$ cat config.mk
export PLATFORM = sky130hd
export DESIGN_NAME = ccr_top
export DESIGN_NICKNAME = d
export VERILOG_FILES = /design/src/core/ccr_pkg.sv /design/src/core/ccr_top.sv
export SDC_FILE = /design/constraint.sdc
export NUM_CORES = 1
export LEC_CHECK = 0
export BUFFER_PORTS_ARGS = -buffer_cell sky130_fd_sc_hd__buf_2
export CELL_PAD_IN_SITES_DETAIL_PLACEMENT = 0
export CELL_PAD_IN_SITES_GLOBAL_PLACEMENT = 2
export CORE_AREA = 2 2 63 124
export CTS_BUF_LIST = sky130_fd_sc_hd__clkbuf_16
export CTS_CLUSTER_DIAMETER = 150
export DETAILED_ROUTE_END_ITERATION = 10
export DIE_AREA = 0 0 65 126
export PLACE_DENSITY_LB_ADDON = 0.1
export SYNTH_ARGS = -nofsm -noshare
export SYNTH_HDL_FRONTEND = slang
export SYNTH_SLANG_ARGS = --single-unit
$ cat constraint.sdc
create_clock -name CLK_IN -period 3.8 [get_ports CLK_IN]
set_clock_uncertainty 0.15 [all_clocks]
set_input_delay 0.19 -clock CLK_IN [delete_from_list [all_inputs] [get_ports CLK_IN]]
set_output_delay 0.19 -clock CLK_IN [all_outputs]
set_load 0.01 [all_outputs]
$ cat src/core/ccr_pkg.sv
package ccr_pkg;
  // Byte addresses on the register bus
  localparam logic [15:0] CCR_ADDR_CFG   = 16'h6330;
  localparam logic [15:0] CCR_ADDR_CMD   = 16'h6340;
  localparam logic [15:0] CCR_ADDR_STAT  = 16'h6344;
  localparam logic [15:0] CCR_ADDR_AUX   = 16'h6348;

  // Clock-pin and probe configuration fields
  localparam int          CCR_CFG_CLKSEL_BIT = 7;
  localparam int          CCR_CFG_PROBE_EN_BIT = 3;
  localparam int          CCR_CFG_SEL_LSB    = 0;
  localparam int          CCR_CFG_SEL_W      = 3;
  localparam logic [7:0]  CCR_CFG_WMASK      = 8'h8f;
  localparam logic [7:0]  CCR_CFG_RESET      = 8'h00;

  // Command register fields
  localparam int          CCR_CMD_CODE_W     = 4;
  localparam int          CCR_CMD_FLUSH_BIT  = 7;
  localparam logic [3:0]  CCR_CMD_IDLE       = 4'h0;

  // Auxiliary pad selectors
  localparam int          CCR_AUX_SEL_W      = 4;
  localparam logic [3:0]  CCR_AUX_PROBE_CODE = 4'ha;
  localparam logic [7:0]  CCR_AUX_RESET      = 8'h00;

  localparam int          CCR_NUM_FAULTS     = 8;

  // Fault line order seen by the probe select field
  typedef enum logic [2:0] {
    CCR_F_PROTOCOL = 3'b000,
    CCR_F_PARITY   = 3'b001,
    CCR_F_CHECKSUM = 3'b010,
    CCR_F_COLLISION = 3'b011,
    CCR_F_OVERFLOW = 3'b100,
    CCR_F_FIELD    = 3'b101,
    CCR_F_OVERHEAT = 3'b110,
    CCR_F_WRITE    = 3'b111
  } ccr_fault_t;
endpackage

$ cat src/core/ccr_top.sv
// Decided for this implementation: register access over Avalon-MM.
`timescale 1ns/1ps
module ccr_top
  import ccr_pkg::*;
(
  input  wire logic        CLK_IN,              // 20 MHz system clock
  input  wire logic        RESET_IN,            // Async reset, active high
  input  wire logic [15:0] AVS_ADDRESS_IN,      // Byte address
  input  wire logic        AVS_READ_IN,         // Read request
  input  wire logic        AVS_WRITE_IN,        // Write request
  input  wire logic [31:0] AVS_WRITEDATA_IN,    // Write data
  input  wire logic [3:0]  AVS_BYTEENABLE_IN,   // Byte enables
  output logic      [31:0] AVS_READDATA_OUT,    // Read data
  output logic             AVS_WAITREQUEST_OUT, // Stall
  input  wire logic        CMD_DONE_IN,         // Command finished pulse
  output logic      [3:0]  CMD_CODE_OUT,        // Active command code
  output logic             FLUSH_PULSE_OUT,     // Write-only strobe
  input  wire logic [7:0]  FAULT_IN,            // Internal fault flags
  input  wire logic        SEC_CLK_IN,          // Secure element clock source
  input  wire logic        GPIO_DATA_IN,        // Port data when in port mode
  input  wire logic        GPIO_OE_N_IN,        // Port enable, low drives
  input  wire logic        PORT_PIN_IN,         // Shared pin level
  output logic             PORT_PIN_OUT,        // Shared pin drive value
  output logic             PORT_PIN_OE_N_OUT,   // Shared pin enable, low drives
  output logic             GPIO_PIN_OUT,        // Pin level back to port logic
  output logic             ERROR_PROBE_OUT,     // Selected fault line
  output logic             AUX1_OUT,            // Auxiliary pad one
  output logic             AUX2_OUT             // Auxiliary pad two
);

  logic [7:0]  cfg_q, cfg_d;
  logic [3:0]  cmd_q, cmd_d;
  logic [7:0]  aux_q, aux_d;
  logic        ack_q, ack_d;
  logic [31:0] rdata_q, rdata_d;
  logic        flush_q, flush_d;
  logic        pin_q, pin_d;
  logic        oen_q, oen_d;
  logic        gpin_q, gpin_d;
  logic        probe_q, probe_d;
  logic        aux1_q, aux1_d;
  logic        aux2_q, aux2_d;
  logic        req, wr_acc, rd_first;
  logic        wr_cfg, wr_cmd, wr_aux;
  logic [7:0]  rmux;
  logic        probe_sel;

  // One wait cycle per access keeps read data registered
  assign req      = AVS_READ_IN | AVS_WRITE_IN;
  assign wr_acc   = AVS_WRITE_IN & ack_q & AVS_BYTEENABLE_IN[0];
  assign rd_first = AVS_READ_IN & ~ack_q;
  assign wr_cfg   = wr_acc & (AVS_ADDRESS_IN == CCR_ADDR_CFG);
  assign wr_cmd   = wr_acc & (AVS_ADDRESS_IN == CCR_ADDR_CMD);
  assign wr_aux   = wr_acc & (AVS_ADDRESS_IN == CCR_ADDR_AUX);
  assign AVS_WAITREQUEST_OUT = req & ~ack_q;

  always_comb begin
    probe_sel = FAULT_IN[cfg_q[CCR_CFG_SEL_LSB +: CCR_CFG_SEL_W]];
    case (AVS_ADDRESS_IN)
      CCR_ADDR_CFG:  rmux = cfg_q & CCR_CFG_WMASK;
      CCR_ADDR_CMD:  rmux = {4'h0, cmd_q};
      CCR_ADDR_STAT: rmux = FAULT_IN;
      CCR_ADDR_AUX:  rmux = aux_q;
      default:       rmux = 8'h00;
    endcase
  end

  always_comb begin
    ack_d   = req & ~ack_q;
    rdata_d = rd_first ? {24'h0, rmux} : rdata_q;
    // Only the bus touches the control bits
    cfg_d   = wr_cfg ? (AVS_WRITEDATA_IN[7:0] & CCR_CFG_WMASK) : cfg_q;
    aux_d   = wr_aux ? AVS_WRITEDATA_IN[7:0] : aux_q;
    // Write checked last so a new command is never lost to a done pulse
    cmd_d   = CMD_DONE_IN ? CCR_CMD_IDLE : cmd_q;
    if (wr_cmd) begin
      cmd_d = AVS_WRITEDATA_IN[CCR_CMD_CODE_W-1:0];
    end
    flush_d = wr_cmd & AVS_WRITEDATA_IN[CCR_CMD_FLUSH_BIT];
    if (cfg_q[CCR_CFG_CLKSEL_BIT]) begin
      pin_d = SEC_CLK_IN;
      oen_d = 1'b0;
    end else begin
      pin_d = GPIO_DATA_IN;
      oen_d = GPIO_OE_N_IN;
    end
    gpin_d  = PORT_PIN_IN;
    probe_d = probe_sel;
    aux1_d  = cfg_q[CCR_CFG_PROBE_EN_BIT] &
              (aux_q[CCR_AUX_SEL_W-1:0] == CCR_AUX_PROBE_CODE) & probe_sel;
    aux2_d  = cfg_q[CCR_CFG_PROBE_EN_BIT] &
              (aux_q[7:CCR_AUX_SEL_W] == CCR_AUX_PROBE_CODE) & probe_sel;
  end

  always_ff @(posedge CLK_IN or posedge RESET_IN) begin
    if (RESET_IN) begin
      cfg_q   <= CCR_CFG_RESET;
      cmd_q   <= CCR_CMD_IDLE;
      aux_q   <= CCR_AUX_RESET;
      ack_q   <= 1'b0;
      rdata_q <= 32'h0;
      flush_q <= 1'b0;
      pin_q   <= 1'b0;
      oen_q   <= 1'b1;
      gpin_q  <= 1'b0;
      probe_q <= 1'b0;
      aux1_q  <= 1'b0;
      aux2_q  <= 1'b0;
    end else begin
      cfg_q   <= cfg_d;
      cmd_q   <= cmd_d;
      aux_q   <= aux_d;
      ack_q   <= ack_d;
      rdata_q <= rdata_d;
      flush_q <= flush_d;
      pin_q   <= pin_d;
      oen_q   <= oen_d;
      gpin_q  <= gpin_d;
      probe_q <= probe_d;
      aux1_q  <= aux1_d;
      aux2_q  <= aux2_d;
    end
  end

  assign AVS_READDATA_OUT  = rdata_q;
  assign CMD_CODE_OUT      = cmd_q;
  assign FLUSH_PULSE_OUT   = flush_q;
  assign PORT_PIN_OUT      = pin_q;
  assign PORT_PIN_OE_N_OUT = oen_q;
  assign GPIO_PIN_OUT      = gpin_q;
  assign ERROR_PROBE_OUT   = probe_q;
  assign AUX1_OUT          = aux1_q;
  assign AUX2_OUT          = aux2_q;

  property p_ctrl_hold;
    @(posedge CLK_IN) disable iff (RESET_IN)
      !wr_cfg |=> cfg_q == $past(cfg_q);
  endproperty
  a_ctrl_hold: assert property (p_ctrl_hold) else $error("config changed without write");

  property p_dyn_clear;
    @(posedge CLK_IN) disable iff (RESET_IN)
      CMD_DONE_IN && !wr_cmd |=> cmd_q == CCR_CMD_IDLE;
  endproperty
  a_dyn_clear: assert property (p_dyn_clear) else $error("command not returned idle");

  property p_status_read;
    @(posedge CLK_IN) disable iff (RESET_IN)
      rd_first && AVS_ADDRESS_IN == CCR_ADDR_STAT |=> AVS_READDATA_OUT == {24'h0, $past(FAULT_IN)};
  endproperty
  a_status_read: assert property (p_status_read) else $error("status read mismatch");

  property p_wo_zero;
    @(posedge CLK_IN) disable iff (RESET_IN)
      rd_first && AVS_ADDRESS_IN == CCR_ADDR_CMD |=> AVS_READDATA_OUT[31:4] == 28'h0;
  endproperty
  a_wo_zero: assert property (p_wo_zero) else $error("write-only bit read nonzero");

  property p_sec_clk;
    @(posedge CLK_IN) disable iff (RESET_IN)
      cfg_q[CCR_CFG_CLKSEL_BIT] |=> PORT_PIN_OUT == $past(SEC_CLK_IN) && !PORT_PIN_OE_N_OUT;
  endproperty
  a_sec_clk: assert property (p_sec_clk) else $error("pin not carrying secure clock");

  property p_gpio_mode;
    @(posedge CLK_IN) disable iff (RESET_IN)
      !cfg_q[CCR_CFG_CLKSEL_BIT] |=>
        PORT_PIN_OUT == $past(GPIO_DATA_IN) && PORT_PIN_OE_N_OUT == $past(GPIO_OE_N_IN);
  endproperty
  a_gpio_mode: assert property (p_gpio_mode) else $error("pin not in port mode");

  property p_probe_pad;
    @(posedge CLK_IN) disable iff (RESET_IN)
      cfg_q[CCR_CFG_PROBE_EN_BIT] && aux_q[3:0] == CCR_AUX_PROBE_CODE |=>
        AUX1_OUT == ERROR_PROBE_OUT;
  endproperty
  a_probe_pad: assert property (p_probe_pad) else $error("probe missing on pad one");

  property p_probe_sel;
    @(posedge CLK_IN) disable iff (RESET_IN)
      1'b1 |=> ERROR_PROBE_OUT == $past(FAULT_IN[cfg_q[2:0]]);
  endproperty
  a_probe_sel: assert property (p_probe_sel) else $error("wrong fault selected");

  property p_resv_zero;
    @(posedge CLK_IN) disable iff (RESET_IN)
      rd_first && AVS_ADDRESS_IN == CCR_ADDR_CFG |=> AVS_READDATA_OUT[6:4] == 3'b000;
  endproperty
  a_resv_zero: assert property (p_resv_zero) else $error("reserved bits nonzero");

  property p_write_wins;
    @(posedge CLK_IN) disable iff (RESET_IN)
      wr_cmd && CMD_DONE_IN |=> cmd_q == $past(AVS_WRITEDATA_IN[3:0]);
  endproperty
  a_write_wins: assert property (p_write_wins) else $error("hardware clear beat write");

  property p_probe_pad_two;
    @(posedge CLK_IN) disable iff (RESET_IN)
      cfg_q[CCR_CFG_PROBE_EN_BIT] && aux_q[7:4] == CCR_AUX_PROBE_CODE |=>
        AUX2_OUT == ERROR_PROBE_OUT;
  endproperty
  a_probe_pad_two: assert property (p_probe_pad_two) else $error("probe not on pad two");

  // Pads must stay quiet whenever the probe is disabled
  property p_pads_off;
    @(posedge CLK_IN) disable iff (RESET_IN)
      !cfg_q[CCR_CFG_PROBE_EN_BIT] |=> !AUX1_OUT && !AUX2_OUT;
  endproperty
  a_pads_off: assert property (p_pads_off) else $error("pads active with probe off");

  property p_flush_once;
    @(posedge CLK_IN) disable iff (RESET_IN)
      FLUSH_PULSE_OUT |=> !FLUSH_PULSE_OUT;
  endproperty
  a_flush_once: assert property (p_flush_once) else $error("flush pulse too long");

  property p_cmd_hold;
    @(posedge CLK_IN) disable iff (RESET_IN)
      !wr_cmd && !CMD_DONE_IN |=> $stable(cmd_q);
  endproperty
  a_cmd_hold: assert property (p_cmd_hold) else $error("command changed on its own");

  property p_cfg_resv;
    @(posedge CLK_IN) disable iff (RESET_IN)
      cfg_q[6:4] == 3'b000;
  endproperty
  a_cfg_resv: assert property (p_cfg_resv) else $error("reserved bits stored");

endmodule // ccr_top

Yosys cells after proc, flatten, opt, wreduce, memory -nomap -nowiden
Index checks and enable logic that the tools add are counted.

Register bits after elaboration: 33. Input port bits: 69. Output and inout port bits: 44. Logic and storage cells: 41.

Order comparisons: 1. Eq/ne operators: 6. Mux-type cells: 7. Bitwise gates (word level): 14. Reduce and logical (&&, ||, !) cells: 1.

Operators with widths (number): equality test 16 x 15 -> 1 bit (second input constant) (4); one-hot mux 8 bit (4 select lines) (1); AND 1 bit (12); equality test 4 bit (second input constant) (2); two-way mux 4 bit (2); < comparator 3 x 4 -> 1 bit (second input constant) (1); binary-select mux 1 bit (select 3 bit) (1); two-way mux 1 bit (3); nonzero test 2 bit (1); inverter 1 bit (1); bitwise OR 1 bit (1).

Longest topological paths before layout
Gate-level depths: netlist of the first run.

Word-level depth: 4. Gate-level depth with buffers: 6.

Least setup slack after synthesis of the first run
OpenSTA, ideal clock, no wires.

Kind: input to register. Start: input AVS_ADDRESS_IN[15]. End: register aux_q[0]. Library setup time: 125 ps. Arrival time: 1982 ps. Required time: 3525 ps. Path slack: 1543 ps. Cell stages on the path: 4. Buffers on the path: 0. Cell sequence: or4b_4 or4_4 nor3b_4 mux2_2.

Word-level cells in the longest chain between the ends: 2.

RTL lines: start: declaration (line ccr_top.sv:8) `input wire logic [15:0] AVS_ADDRESS_IN,`; equality test 16 x 15 -> 1 bit (line ccr_top.sv:54) `assign wr_aux = wr_acc & (AVS_ADDRESS_IN == CCR_ADDR_AUX);`; AND 1 bit (line ccr_top.sv:54); end signal: assignment (line ccr_top.sv:112) `aux_q <= aux_d;`; end: declaration (line ccr_top.sv:33) `logic [7:0] aux_q, aux_d;`.

Every way passes these cells. A chain may end at the register's enable or synchronous reset.

Worst setup path in the final report of the first run
Start: input AVS_ADDRESS_IN[15]. End: register aux_q[7].

The elaborated chain is that of the path after synthesis.

==> flow_metrics.tcl, run 1 <==
set metrics [dict create \
    p_per_area_mw_per_mm2 402 \
    core_sq_mm 0.00721 \
    netlist.area_leader.share 0.435 \
    cpMaxStageDelayCell "or4_4" \
    vias_per_cell 4.34 \
    min_period_over_period 0.586 \
    netlist_top_cells_area "dfrtp_1 (44%), mux2_2 (12%), buf_4 (9.8%)" \
    nets 306 \
    clk-insertion-delay-late_ns 0.28 \
    initial_core_util 0.255 \
    fp.dieW_um 65 \
    fmax_mhz 449 \
    grt_max_degree 34 \
    leakage_nw 1.18 \
    slew_headroom 0.539 \
    die_area_sq_mm 0.00819 \
    yosys-top-cells-count "dfrtp_1 (32), buf_4 (24), mux2_2 (19)" \
    status "complete, no violations" \
    crit_type "input port to flip-flop" \
    hold_violations 0 \
    die_h_um 126 \
    yosysSeqAreaShare 0.449 \
    grt_pass1_vias 1512 \
    required_ns 3.82 \
    utilization 0.335 \
    setup_viol 0 \
    cts_tree "built" \
    grt_setup_unrepaired "no" \
    yosysTopAreaCell "dfrtp_1" \
    cts-root-buf "clkbuf_16" \
    critPathCaptureType "flip-flop" \
    grt_pass1_wl_um 8060 \
    drtIter0Drc 28 \
    worstPathBufferInverterCount 1 \
    synth_seq_cells 33 \
    grtUsageTotal 0.132 \
    row_count 44 \
    synthArstFlopShare 1.00 \
    path_clk_slew_ns 0.06 \
    synthDistinctLibCells 32 \
    post_cts_buffers 0 \
    antenna_found_initial 0 \
    synthToLayoutAreaGrowth_pct 31.3 \
    synth-main-ff-cell "dfrtp_1" \
    cts.htree.levels 2 \
    routed_wl_um 5240 \
    synth_edf_count 0 \
    remaining_drc_errors 0 \
    worstMarginPinSlew_ns 0.690 \
    gp_congestion 0.772 \
    drv_cap 0 \
    rr_startpoint "ack_q$_DFF_PP0_" \
    path_cells "buf_2 > or4b_4 > or4_4 > nor3b_4 > mux2_2" \
    clk_path_buf_depth 2 \
    wl_per_cell_um 15.9 \
    syn_area_sq_mm 0.00184 \
    first_pass_iters 4 \
    numClockSinks 33 \
    syn_avg_cell_area_sq_um 11.0 \
    cts_buffers 5 \
    io_pins 113 \
    gr-total-overflow 0 \
    crit_family "simple AND/OR/NAND/NOR gates" \
    fin_crit_ns 2.23 \
    postRouteAntennaNets 0 \
    setup.worst_path.start "AVS_ADDRESS_IN[15]" \
    drive_gt1_frac 0.412 \
    antenna_cells 0 \
    r2r_slack_ns 1.64 \
    yosysWarnings 0 \
    hold_start "AVS_WRITEDATA_IN[6]" \
    vias 1432 \
    synth_most_common_cell "dfrtp_1" \
    post-dp-hpwl_um 4270 \
    synthCells 168 \
    vdd_ir_drop_max_uv 229 \
    tns_ns 0 \
    drv_slew 0 \
    portBuffers 61 \
    start_kind "input port" \
    hp-class "input port to flip-flop" \
    cp.arrival_ns 2.24 \
    cp_max_fo 8 \
    slowest_delay_ns 0.57 \
]
==> sequential cells by signal (all words and copies together) (netlist names), 4 cells and up <==
| name | count |
|---|---|
| AVS_READDATA_OUT | 8 |
| cfg_q | 5 |
| aux_q | 8 |
| CMD_CODE_OUT | 4 |
==> stage by stage <==
stage / power (W) / setup slack (ns) / hold WS (ns) / cell area, sq um / cells
6_report: 0.000971 / 1.57 / 0.00108 / 2420 / 330
5_1_grt: 0.00100 / 1.48 / 0.00784 / 2420 / 330
4_1_cts: 0.000984 / 1.55 / 0.00585 / 2420 / 330
3_5_place_dp: 0.000443 / 1.25 / 0.153 / 2150 / 315
3_3_place_gp: 0.000443 / 1.26 / 0.149 / 2150 / 315
2_1_floorplan: 0.000420 / 1.54 / 0.0714 / 1930 / 191
==> where the power goes <==
group	switching, W	internal [W]	total (W)	leakage [nW]
Sequential	0.00000169	0.000355	0.000357	0.449
Clock	0.000153	0.000378	0.000530	0.0944
Combinational	0.0000508	0.0000328	0.0000836	0.635
Total	0.000205	0.000766	0.000971	1.18
==> timing repair <==
action                     CTS  global route
setup endpoints to repair    0             0
hold endpoints to repair    37             0
hold buffers                 7             0
resized for setup            0             0
==> layout make-up <==
class / count / area [sq um]
Clock buffer: 5 / 125
Tap cell: 92 / 115
Timing Repair Buffer: 69 / 383
Sequential cell: 33 / 827
Fill cell: 783 / 4800
Multi-Input combinational cell: 125 / 886
Inverter: 3 / 11.3
Clock inverter: 3 / 68.8
==> routing by layer <==
| layer | routed length (um) | GRT usage | part of all wire | vias up |
|---|---|---|---|---|
| li1 | - | - | - | 693 |
| met2 | 3180 | 0.262 | 0.61 | 37 |
| met3 | 222 | 0.0223 | 0.042 | 7 |
| met4 | 78 | 0.0451 | 0.015 | 0 |
| met5 | 0 | 0 | 0 | - |
| met1 | 1760 | 0.131 | 0.34 | 695 |
==> worst paths after layout <==
path	end	cells past startpoint
worst max-delay path	aux_q[7]$_DFFE_PP0P_	5
worst min register to register	ack_q$_DFF_PP0_	1
worst min-delay path	aux_q[6]$_DFFE_PP0P_	2
max in group asynchronous	PORT_PIN_OE_N_OUT$_DFF_PP1_	4
min in group asynchronous	aux_q[4]$_DFFE_PP0P_	4
worst max register to register	aux_q[7]$_DFFE_PP0P_	4
==> cell usage in the layout (no fill, tap or decap), types with 7 or more instances in the layout <==
master,synthesis,final
o21ai_0,9,9
conb_1,1,24
mux2_2,19,19
buf_2,0,61
nor2b_1,7,7
dfrtp_1,32,32
nand2_1,11,11
or4bb_1,8,8
dlygate4sd3_1,0,7
==> cell families after synthesis <==
kind of cell,share of synthesized area
AO/OA/AOI/OAI,0.0612
buffers and inverters,0.116
flip-flops,0.449
multiplexers,0.141
other,0.00204
AND/OR/NAND/NOR,0.230
(Power assumes the default switching activity.)
==> run 2, diff against run 1 <==
--- a/config.mk
+++ b/config.mk
@@ -8,11 +8,11 @@
 export BUFFER_PORTS_ARGS = -buffer_cell sky130_fd_sc_hd__buf_2
 export CELL_PAD_IN_SITES_DETAIL_PLACEMENT = 0
 export CELL_PAD_IN_SITES_GLOBAL_PLACEMENT = 2
-export CORE_AREA = 2 2 63 124
+export CORE_AREA = 2 2 65 129
 export CTS_BUF_LIST = sky130_fd_sc_hd__clkbuf_16
 export CTS_CLUSTER_DIAMETER = 150
 export DETAILED_ROUTE_END_ITERATION = 10
-export DIE_AREA = 0 0 65 126
+export DIE_AREA = 0 0 67 131
 export PLACE_DENSITY_LB_ADDON = 0.1
 export SYNTH_ARGS = -nofsm -noshare
 export SYNTH_HDL_FRONTEND = slang
==> constraint.sdc (replaced) <==
create_clock -name CLK_IN -period 2.15 [get_ports CLK_IN]
set_clock_uncertainty 0.15 [all_clocks]
set_input_delay 0.1075 -clock CLK_IN [delete_from_list [all_inputs] [get_ports CLK_IN]]
set_output_delay 0.1075 -clock CLK_IN [all_outputs]
set_load 0.01 [all_outputs]
==> run 2 against run 1 <==
Flip-flop and latch count unchanged. Critical path depth unchanged. Largest power group unchanged. Wire length fell by 2.0%. Global-route usage decreased by 0.93 points. Sequential power increased by 77%. Design area up 5.7%. Total power rose by 51%. Worst hold slack improved by 0.024 ns. Sequential share of layout area decreased by 1.9 points.
==> flow_metrics.tcl, run 2 (synthesized netlist as in run 1, its figures left out) <==
set metrics [dict create \
    drv_slew 0 \
    multi_input_area_sq_um 886 \
    hp-class "input port to flip-flop" \
    fmax_mhz 492 \
    fill_cells 882 \
    clk_path_buf_depth 2 \
    critPathCaptureType "flip-flop" \
    clk-insertion-delay-late_ns 0.27 \
    hold_end "AVS_READDATA_OUT[6]$_DFFE_PP0P_" \
    synthToLayoutAreaGrowth_pct 38.8 \
    tns_ns 0 \
    core_sq_mm 0.00783 \
    hold_start "FAULT_IN[6]" \
    holdWs_ns 0.0256 \
    r2r_cells 5 \
    crit_type "flip-flop to flip-flop" \
    antenna_cells 0 \
    vias_per_cell 4.23 \
    gp_congestion 0.745 \
    fin_cells 353 \
    portBuffers 61 \
    fin_crit_ns 2.03 \
    vias 1493 \
    start_kind "flip-flop" \
    numClockSinks 33 \
    r2r_slack_ns 0.12 \
    antenna_found_initial 0 \
    io_pins 113 \
    postRouteAntennaNets 0 \
    regArea_sq_um 827 \
    cp.arrival_ns 2.04 \
    hold_violations 0 \
    wl_met3_um 238 \
    min_period_over_period 0.946 \
    wl_per_cell_um 14.6 \
    vdd_ir_drop_max_uv 290 \
    row_count 46 \
    holdPathStages 3 \
    maxUsedRoutingLayer "met4" \
    finish.instance_area_sq_mm 0.00255 \
    leakage_nw 1.25 \
    drive_gt1_frac 0.416 \
    cts_buffers 5 \
    grt_setup_unrepaired "no" \
    drv_cap 0 \
    grtUsageTotal 0.123 \
    grt_pass1_vias 1511 \
    drtIter0Drc 24 \
    gr-total-overflow 0 \
    p_per_area_mw_per_mm2 573 \
    initial_core_util 0.235 \
    dpl-instance-area_sq_mm 0.00226 \
    met2_wirelength_um 2790 \
    first_pass_iters 4 \
    path_clk_slew_ns 0.05 \
    routed_wl_um 5140 \
    status "complete, no violations" \
    remaining_drc_errors 0 \
    dp.cells 330 \
    rr_startpoint "ack_q$_DFF_PP0_" \
    cts_tree "built" \
    utilization 0.326 \
    post_cts_buffers 0 \
    nets 325 \
    mostFrequentLayoutCells "buf_2 (61), dfrtp_1 (32), conb_1 (24)" \
    die_h_um 131 \
    layout.cells.most_common "buf_2" \
    worstMarginPinSlew_ns 0.604 \
    slew_headroom 0.597 \
    setup_viol 0 \
    cts.htree.levels 2 \
    required_ns 2.16 \
    grt_pass1_wl_um 7750 \
    post-dp-hpwl_um 3990 \
    fp.dieW_um 67 \
    wl_met1_um 1980 \
    cp_max_fo 8 \
    worstReg2RegEnd "aux_q[7]$_DFFE_PP0P_" \
    grt_max_degree 34 \
    cts-root-buf "clkbuf_16" \
    die_area_sq_mm 0.00878 \
]
==> run 2: cell types whose count changed in the layout (fill, tap and decap cells not counted), sizes merged <==
cell,change
bufinv,-2
dlygate4sd3,+8
buf,+11
clkinvlp,+1
clkinv,+1
==> run 2: repair_timing <==
item | in CTS | in global routing
resized for setup | 0 | 0
hold buffers | 15 | 0
endpoints found under the hold margin | 53 | 0
==> run 2: per-layer routing <==
| layer | GRT usage | vias up |
|---|---|---|
| met3 | 0.0240 | 9 |
| met2 | 0.218 | 43 |
| met4 | 0.0600 | 0 |
| li1 | - | 733 |
| met1 | 0.136 | 708 |
| met5 | 0 | - |
==> run 2: worst max path at each step <==
stage,end,startpoint,cells past startpoint
floorplan,aux_q[0]$_DFFE_PP0P_,AVS_ADDRESS_IN[15],4
global placement,aux_q[6]$_DFFE_PP0P_,AVS_ADDRESS_IN[15],6
global route,aux_q[3]$_DFFE_PP0P_,ack_q$_DFF_PP0_,5
CTS,aux_q[3]$_DFFE_PP0P_,ack_q$_DFF_PP0_,5
detailed placement,aux_q[3]$_DFFE_PP0P_,AVS_ADDRESS_IN[15],6
finish,aux_q[7]$_DFFE_PP0P_,ack_q$_DFF_PP0_,5
==> run 2: worst max-delay path, stage by stage (launching register included) <==
cell and delay [ns]:
dfrtp_1 0.35, nand3_1 0.11, or4_4 0.59, nor3b_4 0.25, buf_12 0.15, mux2_2 0.33
==> run 2: report_power, final <==
| group | internal, W | leakage (nW) | switching [W] |
|---|---|---|---|
| logic | 0.0000729 | 0.729 | 0.0000915 |
| registers | 0.000628 | 0.449 | 0.00000222 |
| clock network | 0.000420 | 0.0687 | 0.000250 |
| total | 0.00112 | 1.25 | 0.000344 |
==> run 2: stage by stage <==
stage	setup WS, ns	total power, W
final	0.116	0.00146
after global routing	0.0239	0.00154
after CTS	0.101	0.00150
after detailed placement	-0.128	0.000786
after global placement	-0.132	0.000786
after floorplan	-0.0101	0.000743
==> run 2: layout make-up <==
class / count / share of cell area
multi-input cells: 125 / 0.347
flip-flops and latches: 33 / 0.324
repair buffers: 88 / 0.223
clock buffers: 5 / 0.0490
well taps: 96 / 0.0470
clock inverters: 3 / 0.00588
inverters: 3 / 0.00441
